<file path="config.mk">
export PLATFORM = sky130hd
export DESIGN_NAME = ext_pkt_dev_flat
export DESIGN_NICKNAME = d
export VERILOG_FILES = /design/src/hw/phy_pkt_pkg.sv /design/src/hw/ext_pkt_if.sv /design/src/hw/pkt_pair_rx.sv /design/src/hw/ext_pkt_dev.sv /design/src/flat_wrapper.sv
export SDC_FILE = /design/constraint.sdc
export NUM_CORES = 1
export LEC_CHECK = 0
export BUFFER_PORTS_ARGS = -buffer_cell sky130_fd_sc_hd__buf_2
export CAP_MARGIN = 20
export CORE_MARGIN = 4
export CORE_UTILIZATION = 53
export DETAILED_ROUTE_END_ITERATION = 8
export PLACE_DENSITY = 0.84
export SLEW_MARGIN = 30
export SYNTH_ARGS = -nofsm -noshare
export SYNTH_HDL_FRONTEND = slang
export SYNTH_SLANG_ARGS = --single-unit
</file>
<file path="constraint.sdc">
create_clock -name ref_clk_i -period 4.27 [get_ports ref_clk_i]
set_input_delay 0.6405 -clock ref_clk_i [delete_from_list [all_inputs] [get_ports ref_clk_i]]
set_output_delay 0.6405 -clock ref_clk_i [all_outputs]
set_load 0.01 [all_outputs]
</file>
<file path="src/hw/phy_pkt_pkg.sv">
// constants shared by both ends of the extended phy packet link
// assumes one 125 mhz clock on both ends; quadlet bit 31 is the first bit on the bus
package phy_pkt_pkg;
    localparam int CLK_PERIOD_NS = 8;
    // packet class identifier and field positions in the first quadlet
    localparam logic [1:0] PID_CONFIG = 2'h0;
    localparam logic [1:0] PID_SELFID = 2'h2;
    localparam int PID_LSB = 30;
    localparam int NODE_LSB = 24;
    localparam int FORCE_ROOT_BIT = 23;
    localparam int GAP_SET_BIT = 22;
    localparam int TYPE_LSB = 16;
    localparam int PAGE_LSB = 13;
    localparam int PORT_LSB = 9;
    localparam int REG_LSB = 0;
    localparam int CONF_OK_BIT = 3;
    // extended packet type codes
    localparam logic [3:0] EXT_PING = 4'h0;
    localparam logic [3:0] EXT_BASE_RD = 4'h1;
    localparam logic [3:0] EXT_BASE_REPLY = 4'h3;
    localparam logic [3:0] EXT_PAGED_RD = 4'h5;
    localparam logic [3:0] EXT_PAGED_REPLY = 4'h7;
    localparam logic [3:0] EXT_CMD = 4'h8;
    localparam logic [3:0] EXT_CONFIRM = 4'ha;
    localparam logic [3:0] EXT_RESUME = 4'hf;
    // paged registers start after the eight base registers
    localparam logic [3:0] PAGED_REG_BASE = 4'h8;
    // remote command codes
    localparam logic [2:0] CMD_NOP = 3'h0;
    localparam logic [2:0] CMD_DISABLE = 3'h1;
    localparam logic [2:0] CMD_SUSPEND = 3'h2;
    localparam logic [2:0] CMD_CLR_FAULT = 3'h4;
    localparam logic [2:0] CMD_ENABLE = 3'h5;
    localparam logic [2:0] CMD_RESUME = 3'h6;
    // phy packet marker in the low half of the first quadlet
    localparam logic [15:0] MARKER = 16'h00e0;
    localparam logic [15:0] MARKER_MASK = 16'h00f0;
    localparam logic [15:0] MARKER_CLEAR = 16'h0000;
    // host transmit queue addresses
    localparam logic [7:0] TXQ_ADDR_FIRST = 8'h70;
    localparam logic [7:0] TXQ_ADDR_SECOND = 8'h78;
    // reply deadline default, longest time, so cycles round down
    localparam int RESPONSE_NS_DEFAULT = 1000;
    typedef enum logic [1:0] {
        DEV_IDLE = 2'b00,
        DEV_READ = 2'b01,
        DEV_SEND0 = 2'b10,
        DEV_SEND1 = 2'b11
    } dev_state_t;
    typedef enum logic [1:0] {
        HOST_IDLE = 2'b00,
        HOST_SEND0 = 2'b01,
        HOST_SEND1 = 2'b10
    } host_state_t;
endpackage

</file>
<file path="src/hw/ext_pkt_if.sv">
// quadlet link between the link-layer end and the phy end
// assumes both ends share ref_clk_i; each direction is valid/ready per quadlet
`timescale 1ns/1ps
interface ext_pkt_if;
    logic down_valid;
    logic [31:0] down_data;
    logic down_ready;
    logic up_valid;
    logic [31:0] up_data;
    logic up_ready;
    modport dev (
        input down_valid,
        input down_data,
        output down_ready,
        output up_valid,
        output up_data,
        input up_ready
    );
    modport host (
        output down_valid,
        output down_data,
        input down_ready,
        input up_valid,
        input up_data,
        output up_ready
    );
endinterface

</file>
<file path="src/hw/pkt_pair_rx.sv">
// pairs incoming quadlets and checks the second against the inverse of the first
// assumes the quadlets of one packet arrive back to back in order
`timescale 1ns/1ps
module pkt_pair_rx (
    // clock and reset
    input wire logic ref_clk_i,
    input wire logic sys_rst_i,
    // quadlet stream
    input wire logic q_valid_i,
    input wire logic [31:0] q_data_i,
    output logic q_ready_o,
    // control
    input wire logic enable_i,
    input wire logic flush_i,
    // checked packet
    output logic pkt_valid_o,
    output logic pkt_err_o,
    output logic [31:0] pkt_q0_o
);
    logic have_q0_q;
    logic take;

    assign q_ready_o = enable_i & ~flush_i;
    assign take = q_valid_i & q_ready_o;

    // first quadlet is held until its partner arrives
    always_ff @(posedge ref_clk_i or posedge sys_rst_i) begin
        if (sys_rst_i) begin
            have_q0_q <= 1'b0;
            pkt_q0_o <= 32'h0000_0000;
        end else if (flush_i) begin
            have_q0_q <= 1'b0;
        end else if (take) begin
            have_q0_q <= ~have_q0_q;
            if (!have_q0_q) begin
                pkt_q0_o <= q_data_i;
            end
        end
    end

    // a bad pair is dropped whole; the sender must retry
    always_ff @(posedge ref_clk_i or posedge sys_rst_i) begin
        if (sys_rst_i) begin
            pkt_valid_o <= 1'b0;
            pkt_err_o <= 1'b0;
        end else begin
            pkt_valid_o <= take & have_q0_q & (q_data_i == ~pkt_q0_o);
            pkt_err_o <= take & have_q0_q & (q_data_i != ~pkt_q0_o);
        end
    end
endmodule // pkt_pair_rx

</file>
<file path="src/hw/ext_pkt_dev.sv">
// phy end: decodes ping, remote access, remote command and resume packets
// assumes the local phy register file answers reg_data_i in the cycle of reg_rd_o
// Behaviour
// - ping to us returns current self-id
// - type zero means ping
// - reply starts before response deadline
// - second quadlet is inverse of first
// - remote access returns register value reply
// - type 1h base read, 5h paged
// - packet page and port replace selectors
// - base read addresses first eight registers
// - paged address is 1000b plus reg
// - command executes, then confirmation sent
// - type 8h means remote command
// - port field selects command target port
// - codes 0 nop, 1 disable, 2 suspend
// - codes 4 clear fault, 5 enable, 6 resume
// - resume packet wakes connected suspended ports
// - same as setting resume variable true
// - resume is broadcast, never answered
// - type fh means resume
// - config packet without r and t is extended
// - host writes quadlets at 70h then 78h
// - marker 00e0h replaced by zero before phy
`timescale 1ns/1ps
module ext_pkt_dev #(
    parameter int NPORTS = 3,
    parameter int RESPONSE_NS = phy_pkt_pkg::RESPONSE_NS_DEFAULT
) (
    // clock and reset
    input wire logic ref_clk_i,
    input wire logic sys_rst_i,
    // link to the link-layer end
    ext_pkt_if.dev link,
    // node state
    input wire logic [5:0] node_id_i,
    input wire logic bus_reset_i,
    input wire logic [23:0] selfid_info_i,
    // phy register read port
    output logic reg_rd_o,
    output logic [3:0] reg_addr_o,
    output logic [2:0] reg_page_o,
    output logic [3:0] reg_port_o,
    input wire logic [7:0] reg_data_i,
    // port status
    input wire logic [NPORTS-1:0] port_connected_i,
    input wire logic [NPORTS-1:0] port_suspended_i,
    // port actions, one-cycle pulses
    output logic [NPORTS-1:0] disable_notification_o,
    output logic [NPORTS-1:0] port_disable_o,
    output logic [NPORTS-1:0] suspend_init_o,
    output logic [NPORTS-1:0] fault_clear_o,
    output logic [NPORTS-1:0] port_enable_o,
    output logic [NPORTS-1:0] port_resume_o,
    // diagnostics, one-cycle pulses
    output logic pair_err_o,
    output logic late_drop_o
);
    localparam int RESP_CYC_RAW = RESPONSE_NS / phy_pkt_pkg::CLK_PERIOD_NS;
    localparam int RESP_CYC = (RESP_CYC_RAW < 1) ? 1 : RESP_CYC_RAW;
    localparam int DW = $clog2(RESP_CYC + 1);

    phy_pkt_pkg::dev_state_t state_q;
    logic pkt_valid;
    logic [31:0] pkt_q0;
    logic [31:0] reply_q;
    logic [DW-1:0] deadline_q;
    logic [NPORTS-1:0] port_hit;
    logic [3:0] ptype;
    logic [3:0] pport;
    logic [2:0] pcmd;
    logic ext_pkt;
    logic addressed;
    logic is_ping;
    logic is_read;
    logic is_cmd;
    logic is_resume;
    logic cmd_ok;
    logic deadline_hit;

    // pairing and integrity check; only listens while idle
    pkt_pair_rx u_pair (
        .ref_clk_i(ref_clk_i),
        .sys_rst_i(sys_rst_i),
        .q_valid_i(link.down_valid),
        .q_data_i(link.down_data),
        .q_ready_o(link.down_ready),
        .enable_i(state_q == phy_pkt_pkg::DEV_IDLE),
        .flush_i(bus_reset_i),
        .pkt_valid_o(pkt_valid),
        .pkt_err_o(pair_err_o),
        .pkt_q0_o(pkt_q0)
    );

    // field decode of the checked first quadlet
    assign ptype = pkt_q0[phy_pkt_pkg::TYPE_LSB +: 4];
    assign pport = pkt_q0[phy_pkt_pkg::PORT_LSB +: 4];
    assign pcmd = pkt_q0[phy_pkt_pkg::REG_LSB +: 3];
    // configuration class with r and t both clear is never a config packet
    assign ext_pkt = pkt_valid
        & (pkt_q0[phy_pkt_pkg::PID_LSB +: 2] == phy_pkt_pkg::PID_CONFIG)
        & ~pkt_q0[phy_pkt_pkg::FORCE_ROOT_BIT]
        & ~pkt_q0[phy_pkt_pkg::GAP_SET_BIT];
    assign addressed = (pkt_q0[phy_pkt_pkg::NODE_LSB +: 6] == node_id_i);
    assign is_ping = ext_pkt & addressed & (ptype == phy_pkt_pkg::EXT_PING);
    assign is_read = ext_pkt & addressed
        & ((ptype == phy_pkt_pkg::EXT_BASE_RD) | (ptype == phy_pkt_pkg::EXT_PAGED_RD));
    assign is_cmd = ext_pkt & addressed & (ptype == phy_pkt_pkg::EXT_CMD);
    // resume ignores the node identifier
    assign is_resume = ext_pkt & (ptype == phy_pkt_pkg::EXT_RESUME);
    // reserved codes and ports we do not have are confirmed as not done
    assign cmd_ok = (pport < 4'(NPORTS)) & (pcmd != 3'h3) & (pcmd != 3'h7);

    // one-hot target port of a remote command
    genvar gi;
    generate
        for (gi = 0; gi < NPORTS; gi++) begin : g_port
            assign port_hit[gi] = is_cmd & (pport == 4'(gi));
        end
    endgenerate

    // reply sequencer; bus reset abandons any reply in flight
    always_ff @(posedge ref_clk_i or posedge sys_rst_i) begin
        if (sys_rst_i) begin
            state_q <= phy_pkt_pkg::DEV_IDLE;
        end else if (bus_reset_i) begin
            state_q <= phy_pkt_pkg::DEV_IDLE;
        end else begin
            case (state_q)
                phy_pkt_pkg::DEV_IDLE: begin
                    if (is_read) begin
                        state_q <= phy_pkt_pkg::DEV_READ;
                    end else if (is_ping || is_cmd) begin
                        state_q <= phy_pkt_pkg::DEV_SEND0;
                    end
                end
                phy_pkt_pkg::DEV_READ: begin
                    state_q <= phy_pkt_pkg::DEV_SEND0;
                end
                phy_pkt_pkg::DEV_SEND0: begin
                    if (link.up_ready) begin
                        state_q <= phy_pkt_pkg::DEV_SEND1;
                    end else if (deadline_hit) begin
                        state_q <= phy_pkt_pkg::DEV_IDLE;
                    end
                end
                phy_pkt_pkg::DEV_SEND1: begin
                    if (link.up_ready) begin
                        state_q <= phy_pkt_pkg::DEV_IDLE;
                    end
                end
                default: begin
                    state_q <= phy_pkt_pkg::DEV_IDLE;
                end
            endcase
        end
    end

    // reply word; self-id is built from the live status, not the last one
    always_ff @(posedge ref_clk_i or posedge sys_rst_i) begin
        if (sys_rst_i) begin
            reply_q <= 32'h0000_0000;
        end else if (state_q == phy_pkt_pkg::DEV_IDLE) begin
            if (is_ping) begin
                reply_q <= {phy_pkt_pkg::PID_SELFID, node_id_i, selfid_info_i};
            end else if (is_cmd) begin
                reply_q <= pkt_q0;
                reply_q[phy_pkt_pkg::TYPE_LSB +: 4] <= phy_pkt_pkg::EXT_CONFIRM;
                reply_q[phy_pkt_pkg::CONF_OK_BIT] <= cmd_ok;
                reply_q[7:4] <= 4'h0;
            end
        end else if (state_q == phy_pkt_pkg::DEV_READ) begin
            reply_q <= {phy_pkt_pkg::PID_CONFIG, node_id_i, 4'h0,
                (ptype == phy_pkt_pkg::EXT_BASE_RD) ? phy_pkt_pkg::EXT_BASE_REPLY
                                                    : phy_pkt_pkg::EXT_PAGED_REPLY,
                reg_page_o, reg_port_o, 1'b0, reg_data_i};
        end
    end

    // register read request; packet fields stand in for the local selectors
    always_ff @(posedge ref_clk_i or posedge sys_rst_i) begin
        if (sys_rst_i) begin
            reg_addr_o <= 4'h0;
            reg_page_o <= 3'h0;
            reg_port_o <= 4'h0;
        end else if (is_read && state_q == phy_pkt_pkg::DEV_IDLE) begin
            reg_page_o <= pkt_q0[phy_pkt_pkg::PAGE_LSB +: 3];
            reg_port_o <= pport;
            if (ptype == phy_pkt_pkg::EXT_BASE_RD) begin
                reg_addr_o <= {1'b0, pcmd};
            end else begin
                reg_addr_o <= phy_pkt_pkg::PAGED_REG_BASE + {1'b0, pcmd};
            end
        end
    end
    assign reg_rd_o = (state_q == phy_pkt_pkg::DEV_READ);

    // deadline counter: a reply that cannot start in time is worthless
    always_ff @(posedge ref_clk_i or posedge sys_rst_i) begin
        if (sys_rst_i) begin
            deadline_q <= '0;
        end else if (state_q == phy_pkt_pkg::DEV_IDLE) begin
            deadline_q <= DW'(RESP_CYC - 1);
        end else if (deadline_q != '0) begin
            deadline_q <= deadline_q - 1'b1;
        end
    end
    assign deadline_hit = (deadline_q == '0);

    // answer out on the link, second quadlet inverted
    assign link.up_valid = (state_q == phy_pkt_pkg::DEV_SEND0)
                         | (state_q == phy_pkt_pkg::DEV_SEND1);
    assign link.up_data = (state_q == phy_pkt_pkg::DEV_SEND1) ? ~reply_q : reply_q;

    // port actions; disable waits one cycle behind its notification
    always_ff @(posedge ref_clk_i or posedge sys_rst_i) begin
        if (sys_rst_i) begin
            disable_notification_o <= '0;
            port_disable_o <= '0;
            suspend_init_o <= '0;
            fault_clear_o <= '0;
            port_enable_o <= '0;
            port_resume_o <= '0;
        end else begin
            disable_notification_o <= (pcmd == phy_pkt_pkg::CMD_DISABLE) ? port_hit : '0;
            port_disable_o <= disable_notification_o;
            suspend_init_o <= (pcmd == phy_pkt_pkg::CMD_SUSPEND) ? port_hit : '0;
            fault_clear_o <= (pcmd == phy_pkt_pkg::CMD_CLR_FAULT) ? port_hit : '0;
            port_enable_o <= (pcmd == phy_pkt_pkg::CMD_ENABLE) ? port_hit : '0;
            // resume packet raises the resume variable of each eligible port, no reply
            port_resume_o <= ((pcmd == phy_pkt_pkg::CMD_RESUME) ? port_hit : '0)
                | ({NPORTS{is_resume}} & port_connected_i & port_suspended_i);
        end
    end

    // reply dropped: far end held off past the deadline
    always_ff @(posedge ref_clk_i or posedge sys_rst_i) begin
        if (sys_rst_i) begin
            late_drop_o <= 1'b0;
        end else begin
            late_drop_o <= (state_q == phy_pkt_pkg::DEV_SEND0) & ~link.up_ready
                         & deadline_hit & ~bus_reset_i;
        end
    end
endmodule // ext_pkt_dev

</file>
<file path="src/flat_wrapper.sv">
// flat-port wrapper written by rule: the top's interface ports become plain ports
module ext_pkt_dev_flat 
#(
    parameter int NPORTS = 3,
    parameter int RESPONSE_NS = phy_pkt_pkg::RESPONSE_NS_DEFAULT
)
  (ref_clk_i, sys_rst_i, node_id_i, bus_reset_i, selfid_info_i, reg_rd_o, reg_addr_o, reg_page_o, reg_port_o, reg_data_i, port_connected_i, port_suspended_i, disable_notification_o, port_disable_o, suspend_init_o, fault_clear_o, port_enable_o, port_resume_o, pair_err_o, late_drop_o, link_down_valid, link_down_data, link_down_ready, link_up_valid, link_up_data, link_up_ready);
  ext_pkt_if link_i ();
  input wire logic ref_clk_i;
  input wire logic sys_rst_i;
  input wire logic [5:0] node_id_i;
  input wire logic bus_reset_i;
  input wire logic [23:0] selfid_info_i;
  output logic reg_rd_o;
  output logic [3:0] reg_addr_o;
  output logic [2:0] reg_page_o;
  output logic [3:0] reg_port_o;
  input wire logic [7:0] reg_data_i;
  input wire logic [NPORTS-1:0] port_connected_i;
  input wire logic [NPORTS-1:0] port_suspended_i;
  output logic [NPORTS-1:0] disable_notification_o;
  output logic [NPORTS-1:0] port_disable_o;
  output logic [NPORTS-1:0] suspend_init_o;
  output logic [NPORTS-1:0] fault_clear_o;
  output logic [NPORTS-1:0] port_enable_o;
  output logic [NPORTS-1:0] port_resume_o;
  output logic pair_err_o;
  output logic late_drop_o;
  input wire logic [$bits(link_i.down_valid)-1:0] link_down_valid;
  input wire logic [$bits(link_i.down_data)-1:0] link_down_data;
  output wire logic [$bits(link_i.down_ready)-1:0] link_down_ready;
  output wire logic [$bits(link_i.up_valid)-1:0] link_up_valid;
  output wire logic [$bits(link_i.up_data)-1:0] link_up_data;
  input wire logic [$bits(link_i.up_ready)-1:0] link_up_ready;
  assign link_i.down_valid = link_down_valid;
  assign link_i.down_data = link_down_data;
  assign link_down_ready = link_i.down_ready;
  assign link_up_valid = link_i.up_valid;
  assign link_up_data = link_i.up_data;
  assign link_i.up_ready = link_up_ready;
  ext_pkt_dev #(.NPORTS(NPORTS), .RESPONSE_NS(RESPONSE_NS)) u_core (.ref_clk_i(ref_clk_i), .sys_rst_i(sys_rst_i), .link(link_i), .node_id_i(node_id_i), .bus_reset_i(bus_reset_i), .selfid_info_i(selfid_info_i), .reg_rd_o(reg_rd_o), .reg_addr_o(reg_addr_o), .reg_page_o(reg_page_o), .reg_port_o(reg_port_o), .reg_data_i(reg_data_i), .port_connected_i(port_connected_i), .port_suspended_i(port_suspended_i), .disable_notification_o(disable_notification_o), .port_disable_o(port_disable_o), .suspend_init_o(suspend_init_o), .fault_clear_o(fault_clear_o), .port_enable_o(port_enable_o), .port_resume_o(port_resume_o), .pair_err_o(pair_err_o), .late_drop_o(late_drop_o));
endmodule
</file>
==> reports/results.tsv, run 1 <==
metric	value	unit
finalCriticalPeriod	2936	ps
synth_fa_ha_area_frac	0.004675	
drc	0	
ys_warn_count	0	
drive_gt1_frac	0.3516	
power.share.clock	0.339	
dp_hpwl	10460	um
p_int	1.679	mW
initial_core_util	0.5451	
cp.required	4540	ps
critPathKind	reg -> reg	
cts_sinks	106	
die_h	108.5	um
pre_cts_ws	1388	ps
netlist_instances	504	
grt_pass1_wl	22030	um
gp_congestion	0.8016	
clk_pin_slew	100	ps
ys_types	43	
power_switching	0.6160	mW
grt_pass1_vias	4413	
rsz0062_at_grt	no	
setup_viol	0	
syn_avg_cell_area	10.62	sq um
power_frac_comb	0.144	
coreArea	9819	sq um
antenna_found_initial	0	
holdCritPathClass	in -> async	
synth_top_family_by_area	simple AND/OR/NAND/NOR gates	
synth_mux_area_frac	0.09794	
post_cts_buffers	0	
cts_resized	0	
path_cells	or4b_1 -> nor4_1 -> nand3_1 -> and3_1 -> o22a_1	
cellPowerDensity	356.4	nW/um^2
cts_hold_repair.buffers	0	
row_count	36	
worst_pin_slew	894.0	ps
leakage	3.190	nW
fin_ws	1334	ps
critPathMaxFanout	18	
hold_viol_final	0	
syn_to_final_growth	20.29	%
grt_use_total	0.2430	
reg2reg_slack	1330	ps
clock_skew	13.09	ps
nets	719	
synth-simple-area-share	0.1622	
synth_area	5353	sq um
routed_via_density	5.688	
syn_nets	587	
drtPass1Iterations	5	
place.port_buffers	146	
postLayoutCellArea	6439	sq um
wl_per_cell	18.10	um
cts_htree_levels	3	
clockRootBuffer	clkbuf_8	
cp.arrival	3210	ps
relSlewSlack	0.4040	
synth_xor_area_frac	0.1227	
io_pins	147	
sw_frac_of_total	0.2684	
path_delay_family	simple AND/OR/NAND/NOR gates	
drt_wl_total	13990	um
outcome	complete, no violations	
max_freq	340.7	MHz
ys_seq_area_frac	0.4956	
clk_path_buf_depth	2	
synth-seq-cells	106	
end_kind	register	
r2r-end	u_core.reply_q[2]	
cts_inserted_buffers	9	
reg2reg_from	u_core.u_pair.pkt_q0_o[30]	
via_count	4397	
seqPwrFrac	0.517	
worst_hold_slack	382.7	ps
grt_start_max_net_pins	79	
placed_cell_area	6177	sq um
die-area	11770	sq um
path_buf_inv	0	
final_core_util	0.6557	
die_w	108.5	um
cap_violations	0	
reg2regPathDepth	5	
worstSetupStartpointType	register	
n_fill_cell	816	
cp_slowest_cell	nand3_1	
tritoncts	done	
ant_nets	0	
fin_crit_sh	0.6875	
synth_compound_area_frac	0.08813	
ir_worst_vdd	0.2469	mV
clk_latency	380	ps
tns	0	ps
slowest_delay	680	ps
overflow	0	
num_antenna_cells	0	
drt_iter0_drc	382	
slew_viol_final	0	
==> how the worst max path moves through the flow <==
stage / start / endpoint / slack (ps) / cells past startpoint
after floorplan: sys_rst_i / u_core.deadline_q[0] / 840 / 1
after global routing: u_core.u_pair.pkt_q0_o[30] / u_core.reply_q[2] / 1120 / 5
after CTS: u_core.u_pair.pkt_q0_o[30] / u_core.reply_q[2] / 1360 / 5
after detailed placement: u_core.u_pair.pkt_q0_o[30] / u_core.reply_q[2] / 1390 / 5
after global placement: u_core.u_pair.pkt_q0_o[30] / u_core.reply_q[2] / 1540 / 5
final: u_core.u_pair.pkt_q0_o[30] / u_core.reply_q[2] / 1330 / 5
==> logic make-up after synthesis <==
group | Yosys count
mux | 47
buf+inv | 39
xor+xnor | 75
simple gates | 163
compound gates | 72
fa+ha+maj | 2
flops | 106
==> registers in the layout, summed over array words and instances, names as in the netlist <==
name                           count
u_core.u_pair.have_q0_q            1
u_core.port_resume_o               3
u_core.late_drop_o                 1
u_core.reg_port_o                  4
u_core.disable_notification_o      3
u_core.deadline_q                  7
u_core.suspend_init_o              3
u_core.reg_addr_o                  4
u_core.reg_page_o                  3
u_core.port_enable_o               3
u_core.fault_clear_o               3
u_core.port_disable_o              3
u_core.u_pair.pkt_q0_o            32
u_core.u_pair.pkt_valid_o          1
u_core.u_pair.pkt_err_o            1
u_core.state_q                     2
u_core.reply_q                    32
==> stage by stage <==
| step | instances | total power [mW] |
|---|---|---|
| 3_3_place_gp | 758 | 1.513 |
| 4_1_cts | 773 | 2.294 |
| 5_1_grt | 773 | 2.388 |
| 2_1_floorplan | 504 | 1.397 |
| 3_5_place_dp | 758 | 1.532 |
| 6_report | 773 | 2.295 |
==> cell usage in the layout (no fill, tap or decap), types with 5 or more instances in the layout <==
cell type / instances
mux2_2: 43
and3_1: 13
clkbuf_8: 9
nor4_1: 5
nor3b_1: 6
xor2_1: 37
nand4_1: 16
a22oi_1: 6
a31oi_1: 18
buf_4: 5
dfrtp_1: 106
nor2_1: 49
nand2b_1: 13
nand2_1: 19
xnor2_1: 38
nand3_1: 14
inv_1: 8
o22a_1: 11
buf_2: 146
a21oi_1: 16
o21ai_0: 11
nor3_1: 7
==> layout make-up <==
class,instances,area [sq um],area share
clock buffer,9,123.9,0.01924
clock inverter,6,130.1,0.02021
inverter,9,38.79,0.006024
multi-input combinational,359,2559,0.3974
sequential,106,2653,0.4120
tap,133,166.4,0.02585
timing repair buffer,151,768.2,0.1193
==> metal layers <==
metal  global-route usage  wire length, um  up-vias
li1                     -                -     2021
met1               0.3161             5684     2151
met2               0.4016             6957      192
met3              0.04239              977       33
met4               0.1019              374        0
met5                    0                0        -
==> synthesized netlist by cell type, drive strengths merged <==
| library cell | number | area (sq um) |
|---|---|---|
| or2 | 2 | 12.51 |
| and3 | 13 | 81.33 |
| and4 | 1 | 8.760 |
| a22o | 2 | 17.52 |
| nor3b | 6 | 45.04 |
| a211o | 1 | 8.760 |
| a41oi | 1 | 8.760 |
| and2 | 1 | 6.260 |
| a31o | 1 | 8.760 |
| mux2i | 4 | 40.04 |
| mux2 | 43 | 484.2 |
| inv | 9 | 33.78 |
| nor4b | 1 | 8.760 |
| xnor2 | 38 | 332.8 |
| or3b | 2 | 17.52 |
| a21o | 1 | 7.510 |
| buf | 9 | 41.29 |
| o22ai | 1 | 6.260 |
| o21ai | 13 | 72.57 |
| nand4 | 16 | 100.1 |
| clkbuf | 21 | 78.83 |
| nand3 | 14 | 70.07 |
| nand3b | 3 | 22.52 |
| a211oi | 1 | 7.510 |
| o22a | 11 | 96.34 |
| or4b | 1 | 10.01 |
| a21oi | 16 | 80.08 |
| nor4 | 5 | 31.28 |
| ha | 2 | 25.02 |
| a22oi | 6 | 45.04 |
| xor2 | 37 | 324.1 |
| nand2 | 20 | 75.07 |
| a31oi | 18 | 112.6 |
| nor2b | 1 | 6.260 |
| or3 | 1 | 6.260 |
| nor2 | 51 | 191.4 |
| nand2b | 14 | 95.09 |
| nor3 | 7 | 35.03 |
| dfrtp | 106 | 2653 |
| or4 | 4 | 45.04 |
==> worst reg2reg max path: cells and delay by family, from the launching register on <==
family | cells | cell delay [ps]
simple gates | 4 | 2250
flops | 1 | 420
compound gates | 1 | 170
==> power groups by stage <==
stage / sequential, mW / clock, mW / combinational (mW)
2_1_floorplan: 1.14 / 0 / 0.259
3_3_place_gp: 1.20 / 0 / 0.317
3_5_place_dp: 1.20 / 0 / 0.329
4_1_cts: 1.18 / 0.781 / 0.330
5_1_grt: 1.20 / 0.823 / 0.366
6_report: 1.19 / 0.777 / 0.330
(Power assumes the default switching activity.)
==> inputs of run 2 (changes only) <==
==> constraint.sdc (replaced) <==
create_clock -name ref_clk_i -period 2.85 [get_ports ref_clk_i]
set_input_delay 0.4275 -clock ref_clk_i [delete_from_list [all_inputs] [get_ports ref_clk_i]]
set_output_delay 0.4275 -clock ref_clk_i [all_outputs]
set_load 0.01 [all_outputs]
==> reports/results.tsv, run 2 (synthesis results as in run 1) <==
metric	value	unit	change
clk_pin_slew	100	ps	about the same
finalCriticalPeriod	2570	ps	
post_cts_buffers	0		unchanged
hold_viol_final	0		unchanged
outcome	complete, no violations		unchanged
io_pins	147		unchanged
cellPowerDensity	487.6	nW/um^2	was 356.4 nW/um^2
largestRegisters	u_core.reply_q: 32 flops, u_core.u_pair.pkt_q0_o: 32 flops, u_core.deadline_q: 7 flops		unchanged
placed_cell_area	6259	sq um	was 6177 sq um
cp_slowest_cell	dfrtp_1		was nand3_1
p_int	2.195	mW	was 1.679 mW
grt_pass1_vias	4563		was 4413
end_kind	output pin		was register
final_core_util	0.6547		was 0.6557
die_w	108.5	um	unchanged
layout_common_cells	buf_2 (146), dfrtp_1 (106), nor2_1 (49)		unchanged
worst_hold_slack	191.2	ps	was 382.7 ps
leakage	3.181	nW	was 3.190 nW
clk_path_buf_depth	2		unchanged
instances_no_fill	783		was 773
cts_hold_repair.buffers	0		unchanged
coreArea	9819	sq um	unchanged
slew_viol_final	0		unchanged
tritoncts	done		unchanged
path_delay_family	flip-flops		was simple AND/OR/NAND/NOR gates
row_count	36		unchanged
critPathMaxFanout	22		was 18
grt_start_max_net_pins	107		was 79
cts_inserted_buffers	9		unchanged
sw_frac_of_total	0.2998		was 0.2684
nets	728		was 719
clockRootBuffer	clkbuf_8		unchanged
cp.arrival	2140	ps	was 3210 ps
postLayoutCellArea	6429	sq um	was 6439 sq um
pre_cts_ws	431.7	ps	was 1388 ps
clk_latency	370	ps	was 380 ps
gp_congestion	0.8285		was 0.8016
cts_sinks	106		unchanged
dp.cells	767		was 758
dp_hpwl	10840	um	was 10460 um
cts_htree_levels	3		unchanged
power.share.clock	0.268		was 0.339
final_common_cell	buf_2		unchanged
clock_skew	6.000	ps	was 13.09 ps
crit_cells	4		was 5
via_count	4491		was 4397
total_power	3.135	mW	was 2.295 mW
power_frac_comb	0.167		was 0.144
drtPass1Iterations	5		unchanged
fin_crit_sh	0.9018		
critPathKind	reg -> out		was reg -> reg
wl_per_cell	18.61	um	was 18.10 um
overflow	0		unchanged
reg2regPathDepth	6		was 5
drc	0		unchanged
relSlewSlack	0.4275		was 0.4040
cts_resized	0		unchanged
drt_wl_total	14570	um	was 13990 um
rsz0062_at_grt	no		unchanged
cp.required	2420	ps	was 4540 ps
holdCritPathClass	in -> async		unchanged
place.port_buffers	146		unchanged
grt_use_total	0.2522		was 0.2430
routed_via_density	5.736		was 5.688
initial_core_util	0.5451		unchanged
die_h	108.5	um	unchanged
worstSetupStartpointType	register		unchanged
drive_gt1_frac	0.3615		was 0.3516
seqPwrFrac	0.565		was 0.517
ant_nets	0		unchanged
tns	0	ps	unchanged
fin_ws	280.0	ps	was 1334 ps
slowest_delay	580	ps	was 680 ps
drt_iter0_drc	405		was 382
setup_viol	0		unchanged
antenna_found_initial	0		unchanged
num_antenna_cells	0		unchanged
path_buf_inv	2		was 0
cap_violations	0		unchanged
worst_pin_slew	852.2	ps	was 894.0 ps
power_switching	0.9397	mW	was 0.6160 mW
syn_to_final_growth	20.10	%	was 20.29%
die-area	11770	sq um	unchanged
path_cells	nand2_2 -> buf_4 -> xnor2_1 -> buf_2		was or4b_1 -> nor4_1 -> nand3_1 -> and3_1 -> o22a_1
max_freq	389.1	MHz	
ir_worst_vdd	0.3249	mV	was 0.2469 mV
grt_pass1_wl	22850	um	was 22030 um
run 2: cell count changes in the layout (fill, tap and decap cells not counted), sizes merged:
cell	delta
buf	+9
bufinv	-4
clkinvlp	+2
clkinv	+3
inv	-1
clkbuf	+1
run 2: area by class of cell:
class | instances | area [sq um]
Fill cell | 804 | 3391
Sequential cell | 106 | 2653
Multi-Input combinational cell | 359 | 2554
Timing Repair Buffer | 160 | 848.3
Tap cell | 133 | 166.4
Clock buffer | 10 | 137.6
Inverter | 9 | 37.54
Clock inverter | 6 | 32.53
run 2: power by group through the flow:
stage	sequential (mW)	clock, mW	combinational [mW]
finish	1.77	0.841	0.524
global route	1.78	0.924	0.578
detailed placement	1.79	0	0.523
floorplan	1.70	0	0.388
global placement	1.78	0	0.502
CTS	1.76	0.853	0.528
run 2: final timing paths:
path	startpoint	to	slack (ps)
max	u_core.state_q[1]	link_up_data[1]	280
max reg2reg	u_core.u_pair.pkt_q0_o[30]	u_core.reply_q[19]	390
min	sys_rst_i	u_core.port_disable_o[1]	190
max in group asynchronous	sys_rst_i	u_core.port_enable_o[1]	2220
min reg2reg	u_core.disable_notification_o[1]	u_core.port_disable_o[1]	380
min in group ref_clk_i	selfid_info_i[22]	u_core.reply_q[22]	270
run 2: metal layers:
metal | wire, um | vias to the layer above | track usage
met5 | 0 | - | 0
met4 | 405 | 0 | 0.09919
met3 | 1037 | 38 | 0.03940
met2 | 7424 | 204 | 0.4303
met1 | 5706 | 2211 | 0.3224
li1 | - | 2038 | -
run 2: worst register-to-register path, cell delays in order (launching register included):
cell and delay, ps:
dfrtp_1 410, or4b_1 580, nor4_1 410, nand3_1 390, buf_4 310, o21ai_0 140
o21ai_0 110
